File: src/rtl/rsm_pkg.sv
// package for the regulator status and mask register bank
package rsm_pkg;
	// =====================================================
	// register offsets
	localparam logic [7:0] SW_STATUS_ADDR = 8'h1e;
	localparam logic [7:0] LIN_STATUS_ADDR = 8'h1f;
	localparam logic [7:0] TOP_MASK_ADDR = 8'h20;
	// =====================================================
	// field positions, shared by both status registers, plus PG_MASK_BIT in the top mask
	localparam int CH1_ENABLED_BIT = 7;
	localparam int CH1_VOUT_BIT = 6;
	localparam int CH1_CURLIM_BIT = 4;
	localparam int CH0_ENABLED_BIT = 3;
	localparam int CH0_VOUT_BIT = 2;
	localparam int CH0_CURLIM_BIT = 0;
	localparam int PG_MASK_BIT = 7;
	// =====================================================
	// reset values, writable bits, flag offsets and flag bit positions
	localparam logic [7:0] STATUS_RESET = 8'h00;
	localparam logic [7:0] MASK_WRITABLE = 8'h95;
	localparam logic [7:0] FLAG_RESET = 8'h00;
	localparam logic [7:0] MASK_RESET = 8'h00;
	localparam logic [7:0] SW_FLAG_ADDR = 8'h1b;
	localparam logic [7:0] LIN_FLAG_ADDR = 8'h1c;
	localparam int FLAG_VOUT1_BIT = 6;
	localparam int FLAG_VOUT0_BIT = 2;
endpackage

File: src/rtl/rsm_regs.sv
// regulator status, power-good flags and top event mask register bank
// =====================================================
// Contract
// switcher status bit7: switcher one enabled
// switcher status bit3: switcher zero enabled
// switcher status bit6: switcher one vout invalid
// switcher status bit2: switcher zero vout invalid
// switcher status bit4: switcher one current limit
// switcher status bit0: switcher zero current limit
// linear status bit7: linear one enabled
// linear status bit3: linear zero enabled
// linear status bit6: linear one vout invalid
// linear status bit2: linear zero vout invalid
// linear status bit4: linear one current limit
// linear status bit0: linear zero current limit
// mask bit7 set suppresses power-good interrupt
// mask never alters power-good pin status
// power-good status follows output pin
// power-good events latch flags, write-one clears
// status writes ignored, reserved bits zero
// variant mask bits load from factory store
module rsm_regs
	import rsm_pkg::*;
(
	input wire logic ref_clk,
	input wire logic rst_n,
	input wire logic regWrEn,
	input wire logic regRdEn,
	input wire logic [7:0] regAddr,
	input wire logic [7:0] regWrData,
	output logic [7:0] regRdData,
	input wire logic sw1_enabled,
	input wire logic sw0_enabled,
	input wire logic sw1_vout_invalid,
	input wire logic sw0_vout_invalid,
	input wire logic sw1_curlimit_active,
	input wire logic sw0_curlimit_active,
	input wire logic lin1_enabled,
	input wire logic lin0_enabled,
	input wire logic lin1_vout_invalid,
	input wire logic lin0_vout_invalid,
	input wire logic lin1_curlimit_active,
	input wire logic lin0_curlimit_active,
	input wire logic power_good_out,
	input wire logic [7:0] factoryMask,
	output logic power_good_pin_state,
	output logic power_good_irq_flag,
	output logic power_good_irq_mask
);
	// =====================================================
	// status capture
	logic [7:0] swStatus;
	logic [7:0] linStatus;
	logic [7:0] next_swStatus;
	logic [7:0] next_linStatus;
	logic next_pinState;

	always_comb
	begin
		next_swStatus = STATUS_RESET;
		next_linStatus = STATUS_RESET;
		// reserved bits 5 and 1 stay zero
		next_swStatus[CH1_ENABLED_BIT] = sw1_enabled;
		next_swStatus[CH0_ENABLED_BIT] = sw0_enabled;
		next_swStatus[CH1_VOUT_BIT] = sw1_vout_invalid;
		next_swStatus[CH0_VOUT_BIT] = sw0_vout_invalid;
		next_swStatus[CH1_CURLIM_BIT] = sw1_curlimit_active;
		next_swStatus[CH0_CURLIM_BIT] = sw0_curlimit_active;
		next_linStatus[CH1_ENABLED_BIT] = lin1_enabled;
		next_linStatus[CH0_ENABLED_BIT] = lin0_enabled;
		next_linStatus[CH1_VOUT_BIT] = lin1_vout_invalid;
		next_linStatus[CH0_VOUT_BIT] = lin0_vout_invalid;
		next_linStatus[CH1_CURLIM_BIT] = lin1_curlimit_active;
		next_linStatus[CH0_CURLIM_BIT] = lin0_curlimit_active;
		// pin state ignores the mask entirely
		next_pinState = power_good_out;
	end

	always_ff @(posedge ref_clk or negedge rst_n)
	begin
		if (!rst_n)
		begin
			swStatus <= STATUS_RESET;
			linStatus <= STATUS_RESET;
			power_good_pin_state <= 1'b0;
		end
		else
		begin
			swStatus <= next_swStatus;
			linStatus <= next_linStatus;
			power_good_pin_state <= next_pinState;
		end
	end

	// =====================================================
	// mask register with factory load after reset
	logic [7:0] topMask;
	logic [7:0] next_topMask;
	logic maskLoaded;
	logic next_maskLoaded;
	logic maskWrite;

	assign maskWrite = regWrEn && regAddr == TOP_MASK_ADDR;

	always_comb
	begin
		next_topMask = topMask;
		next_maskLoaded = 1'b1;
		// strap caught on first clock after release, not under reset
		if (!maskLoaded)
			next_topMask = factoryMask & MASK_WRITABLE;
		else if (maskWrite)
			next_topMask = regWrData & MASK_WRITABLE;
	end

	always_ff @(posedge ref_clk or negedge rst_n)
	begin
		if (!rst_n)
		begin
			topMask <= MASK_RESET;
			maskLoaded <= 1'b0;
		end
		else
		begin
			topMask <= next_topMask;
			maskLoaded <= next_maskLoaded;
		end
	end

	// =====================================================
	// latched power-good event flags
	logic [7:0] swFlags;
	logic [7:0] linFlags;
	logic [7:0] next_swFlags;
	logic [7:0] next_linFlags;
	logic [7:0] swEvt;
	logic [7:0] linEvt;
	logic pgEvt;
	logic pgPrev;
	logic next_irqFlag;

	always_comb
	begin
		swEvt = 8'h00;
		linEvt = 8'h00;
		// any change of validity counts as an event
		swEvt[FLAG_VOUT1_BIT] = next_swStatus[CH1_VOUT_BIT]
			^ swStatus[CH1_VOUT_BIT];
		swEvt[FLAG_VOUT0_BIT] = next_swStatus[CH0_VOUT_BIT]
			^ swStatus[CH0_VOUT_BIT];
		linEvt[FLAG_VOUT1_BIT] = next_linStatus[CH1_VOUT_BIT]
			^ linStatus[CH1_VOUT_BIT];
		linEvt[FLAG_VOUT0_BIT] = next_linStatus[CH0_VOUT_BIT]
			^ linStatus[CH0_VOUT_BIT];
		next_swFlags = swFlags;
		next_linFlags = linFlags;
		if (regWrEn && regAddr == SW_FLAG_ADDR)
			next_swFlags = swFlags & ~regWrData;
		if (regWrEn && regAddr == LIN_FLAG_ADDR)
			next_linFlags = linFlags & ~regWrData;
		// set after clear, so a same-cycle event wins
		next_swFlags = next_swFlags | swEvt;
		next_linFlags = next_linFlags | linEvt;
		pgEvt = power_good_out ^ pgPrev;
		next_irqFlag = pgEvt && !topMask[PG_MASK_BIT];
	end

	always_ff @(posedge ref_clk or negedge rst_n)
	begin
		if (!rst_n)
		begin
			swFlags <= FLAG_RESET;
			linFlags <= FLAG_RESET;
			pgPrev <= 1'b0;
			power_good_irq_flag <= 1'b0;
			power_good_irq_mask <= 1'b0;
		end
		else
		begin
			swFlags <= next_swFlags;
			linFlags <= next_linFlags;
			pgPrev <= power_good_out;
			power_good_irq_flag <= next_irqFlag;
			power_good_irq_mask <= next_topMask[PG_MASK_BIT];
		end
	end

	// =====================================================
	// read port; writes to status offsets fall through
	logic [7:0] next_rdData;

	always_comb
	begin
		next_rdData = regRdData;
		if (regRdEn)
		begin
			unique case (regAddr)
				SW_STATUS_ADDR: next_rdData = swStatus;
				LIN_STATUS_ADDR: next_rdData = linStatus;
				TOP_MASK_ADDR: next_rdData = topMask;
				SW_FLAG_ADDR: next_rdData = swFlags;
				LIN_FLAG_ADDR: next_rdData = linFlags;
				default: next_rdData = 8'h00;
			endcase
		end
	end

	always_ff @(posedge ref_clk or negedge rst_n)
	begin
		if (!rst_n)
			regRdData <= 8'h00;
		else
			regRdData <= next_rdData;
	end
endmodule

File: config.mk
export PLATFORM = sky130hd
export DESIGN_NAME = rsm_regs
export DESIGN_NICKNAME = d
export VERILOG_FILES = /design/src/rtl/rsm_pkg.sv /design/src/rtl/rsm_regs.sv
export SDC_FILE = /design/constraint.sdc
export NUM_CORES = 1
export LEC_CHECK = 0
export ABC_AREA = 1
export BUFFER_PORTS_ARGS = -buffer_cell sky130_fd_sc_hd__clkbuf_2
export CAP_MARGIN = 20
export CORE_ASPECT_RATIO = 1.1
export CORE_MARGIN = 5
export CORE_UTILIZATION = 30
export CTS_BUF_LIST = sky130_fd_sc_hd__clkbuf_8
export CTS_CLUSTER_DIAMETER = 150
export DETAILED_ROUTE_END_ITERATION = 8
export PLACE_DENSITY = 0.54
export RECOVER_POWER = 25
export SYNTH_ARGS = -nofsm -noshare
export SYNTH_HDL_FRONTEND = slang
export SYNTH_SLANG_ARGS = --single-unit
File: constraint.sdc
create_clock -name ref_clk -period 2.55 [get_ports ref_clk]
set_input_delay 0.255 -clock ref_clk [delete_from_list [all_inputs] [get_ports ref_clk]]
set_output_delay 0.255 -clock ref_clk [all_outputs]
set_load 0.02 [all_outputs]
* After elaboration in Yosys (flattened, before gate mapping)
Cells that the tools add are included.
Cells by class: $add $sub $neg 0, multipliers 0, divide/modulo/power cells 0, order comparisons 0, equality and inequality tests 6, shifts and indexed selects 0, muxes and demuxes 5, bitwise operators 10, reductions and logical operators 5
Operator list (number):
- one-hot mux 8 bit (5 select lines) | 1
- == test 8 x 5 -> 1 bit, second input constant | 4
- 2-to-1 mux 8 bit | 4
- bitwise AND 8 bit | 2
- OR 8 x 7 -> 8 bit | 2
- == test 8 x 6 -> 1 bit, second input constant | 1
- inverter 8 bit | 1
- XOR 1 bit | 5
- logical AND 1 bit | 4
- != test 2 x 1 -> 1 bit, second input constant | 1
- zero test 1 bit | 1
Word-level totals: register bits 47, latch bits 0, RAM bits 0, bits in read-only memories 0, input bits 41, output and inout port bits 11, memories 0

* Logic depth before layout (Yosys ltp)
word-level depth 4, gate-level depth with buffers 8, mapped depth without buffers 7

* Least setup slack after synthesis
OpenSTA, ideal clock, no wires.
path kind input to register, start point input port regAddr[1], end point register swFlags[0], setup time 0.130 ns, data arrival time 0.879 ns, data required time 2.420 ns, setup slack 1.541 ns, cell stages on the path 5, cells stage by stage nand2_1 > nor2_4 > nand3_1 > inv_1 > a21boi_0
Between the ends: longest elaborated chain between the ends 4
Ends and longest elaborated chain:
- from (decl) | line rsm_regs.sv:29 | input wire logic [7:0] regAddr,
- == test 8 x 5 -> 1 bit | line rsm_regs.sv:157 | if (regWrEn && regAddr == SW_FLAG_ADDR)
- logical AND 1 bit | line rsm_regs.sv:157
- 2-to-1 mux 8 bit | line rsm_regs.sv:157
- OR 8 x 7 -> 8 bit | line rsm_regs.sv:162 | next_swFlags = next_swFlags | swEvt;
- to (signal assigned) | line rsm_regs.sv:180 | swFlags <= next_swFlags;
- to (decl) | line rsm_regs.sv:132 | logic [7:0] swFlags;
No other way between the ends. A chain may end at the register's enable or synchronous reset.

* Worst setup path in the final report
start point input port regAddr[6], end point register linFlags[0]
Between the ends: longest elaborated chain between the ends 4
Ends and longest elaborated chain:
- == test 8 x 5 -> 1 bit | line rsm_regs.sv:159 | if (regWrEn && regAddr == LIN_FLAG_ADDR)
- logical AND 1 bit | line rsm_regs.sv:159
- 2-to-1 mux 8 bit | line rsm_regs.sv:159
- OR 8 x 7 -> 8 bit | line rsm_regs.sv:163 | next_linFlags = next_linFlags | linEvt;
- to (signal assigned) | line rsm_regs.sv:181 | linFlags <= next_linFlags;
- to (decl) | line rsm_regs.sv:133 | logic [7:0] linFlags;
No other way between the ends.

==> impl_metrics.json <==
{
  "status": "finished clean",
  "setup-tns-final_ps": 0,
  "pre_cts_slack_ps": 908,
  "yosys.area.top_type": "dfrtp_1",
  "syn_avg_cell_area_um2": 9.54,
  "setup_ws_ps": 1250,
  "slew_headroom_pct": 28.3,
  "syn_nets": 241,
  "numCtsBuffers": 5,
  "cts_resized": 0,
  "avgRoutedWirePerCell_um": 13.4,
  "synth-edff-count": 0,
  "antenna_found_initial": 0,
  "fin_area_um2": 2270,
  "worstPathRequired_ps": 2720,
  "synthTopCellsByArea": "dfrtp_1, nand3_1, nand2_1, inv_1, a21oi_1",
  "drc": 0,
  "postRouteAntennaNets": 0,
  "drtIter0Drc": 60,
  "cap_viol_max_count": 0,
  "cts_tree": "built",
  "synth_compound_area_share_pct": 8.26,
  "synthCells": 200,
  "cts.clk_slew.worst_paths_ps": 80,
  "synthFlopType": "dfrtp_1",
  "ir_drop_uv": 206,
  "synthArstFlopShare_pct": 100,
  "dpl.hpwl_um": 3250,
  "route.met2.wl_um": 2170,
  "port_buffers": 47,
  "gp_congestion": 0.776,
  "track_usage_pct": 11.7,
  "setup_viol": 0,
  "holdWs_ps": 61.9,
  "clock-root-buffer": "clkbuf_8",
  "dieArea_um2": 8060,
  "cp_max_fo": 13,
  "yosys_register_bits": 43,
  "power_leakage_nw": 1.17,
  "drt-met1-wl_um": 1920,
  "post_cts_buffers": 0,
  "ys_warn_count": 0,
  "fillers": 664,
  "via_per_inst": 4.50,
  "wl_um": 4400,
  "synthMuxAreaShare_pct": 1.57,
  "end_kind": "flop",
  "clk_latency_ps": 290,
  "crit_type": "input pin to flop",
  "drive_gt1_share_pct": 25.7,
  "p_per_area_nw_per_um2": 556,
  "core_um2": 6190,
  "grt_pass1_vias": 1516,
  "synth_top_family_by_area": "simple AND/OR/NAND/NOR gates",
  "syn_area_um2": 1910,
  "power.total_mw": 1.26,
  "synth-xor-area-share_pct": 2.30,
  "seq_area_frac_synth_pct": 56.4,
  "grt_pass1_wl_um": 7290,
  "top_layer": "met4",
  "worst_hold_path_type": "input pin to flop",
  "start_util_pct": 30.8,
  "utilization_pct": 36.6,
  "clockBufferDepth": 2,
  "finalMaxSlewViolations": 0,
  "vias": 1480,
  "regToRegSetupSlack_ps": 1600,
  "synth_top_area_share_pct": 56.4,
  "instances_no_fill": 329,
  "synthToLayoutAreaGrowth_pct": 18.8,
  "die_h_um": 93.6,
  "fmax_ghz": 0.769,
  "synthSimpleGateAreaFrac_pct": 24.5,
  "min_period_ps": 1300,
  "placed_area_um2": 2200,
  "grt_max_degree": 44,
  "worst_slew_pin_slew_ps": 1080,
  "overflow": 0,
  "rsz0062_at_grt": "no",
  "crit_path_start_kind": "input pin",
  "post-route-period-util_pct": 51.0,
  "drtPass1Iterations": 4,
  "rows": 30,
  "synth_cell_type_count": 23,
  "fin_skew_ps": 4.10,
  "h-tree-depth": 2,
  "nets": 291,
  "hold_viol_final": 0,
  "num_antenna_cells": 0,
  "dr_wl_met3_um": 250,
  "cts_num_sinks": 43,
  "dp.cells": 323,
  "synth-adder-area-share_pct": 0,
  "io_pins": 52,
  "die_x_um": 86.0,
  "worstPathArrival_ps": 1470,
  "hold_buffers": 0
}
report_power, final:
group | leakage, nW | internal (mW) | switching [mW]
clock | 0.0361 | 0.182 | 0.223
combinational | 0.626 | 0.0482 | 0.0822
sequential | 0.509 | 0.709 | 0.0160
path summary, 6_finish.rpt:
check / startpoint / endpoint / cells past startpoint
max: regAddr[6] / linFlags[0] / 7
min: sw1_curlimit_active / swStatus[4] / 1
max reg2reg: maskLoaded / power_good_irq_mask / 3
min reg2reg: regRdData[6] / regRdData[6] / 2
max in group asynchronous: rst_n / linStatus[4] / 2
min in group asynchronous: rst_n / swFlags[1] / 2
critical path: stages:
cell and delay [ps]:
clkbuf_2 80, inv_2 50, nand2_4 70, nor2_2 430
nand3_1 220, inv_1 230, a21boi_0 120
kinds of logic after synthesis:
| kind of cell | after synthesis |
|---|---|
| AND/OR/NAND/NOR | 95 |
| flip-flops | 43 |
| AO/OA/AOI/OAI | 27 |
| buffers and inverters | 26 |
| XOR/XNOR | 5 |
| multiplexers | 3 |
| other | 1 |
layer usage:
metal	vias up	GRT usage, %
met4	0	3.56
met2	33	19.7
li1	745	-
met1	696	14.2
met5	-	0
met3	6	3.79
cell type report:
cell class	count	area [µm²]	area share, %
clock inverters	1	7.51	0.331
flip-flops and latches	43	1080	47.5
inverters	21	78.8	3.48
multi-input cells	131	702	31.0
repair buffers	48	234	10.3
clock buffers	5	68.8	3.04
well taps	80	100	4.42
cells in the final DEF, fill, tap and decap left out, types with 4 or more instances in the layout:
master    count
a21boi_0      8
a21oi_1      12
clkbuf_1      5
clkbuf_2     43
clkbuf_8      5
dfrtp_1      43
inv_1        17
inv_2         4
nand2_1      36
nand3_1      31
nor2_1       15
o21ai_0       5
xnor2_1       5
flip-flops by register name (all words and copies together) (netlist names):
signal / flops
swStatus: 6
maskLoaded: 1
topMask: 3
swFlags: 8
power_good_irq_mask: 1
linFlags: 8
power_good_irq_flag: 1
linStatus: 6
pgPrev: 1
regRdData: 8
synthesized netlist by cell type (2+ instances only):
cell	instances
a21boi_0	8
a21oi_1	12
buf_6	2
dfrtp_1	43
inv_1	17
inv_2	4
mux2i_1	3
nand2_1	36
nand2_2	2
nand2_4	3
nand3_1	31
nand4_1	2
nor2_1	15
nor2_2	3
nor2_4	2
o21ai_0	5
o22ai_1	2
xnor2_1	5
Power figures use the tool's default switching activity.
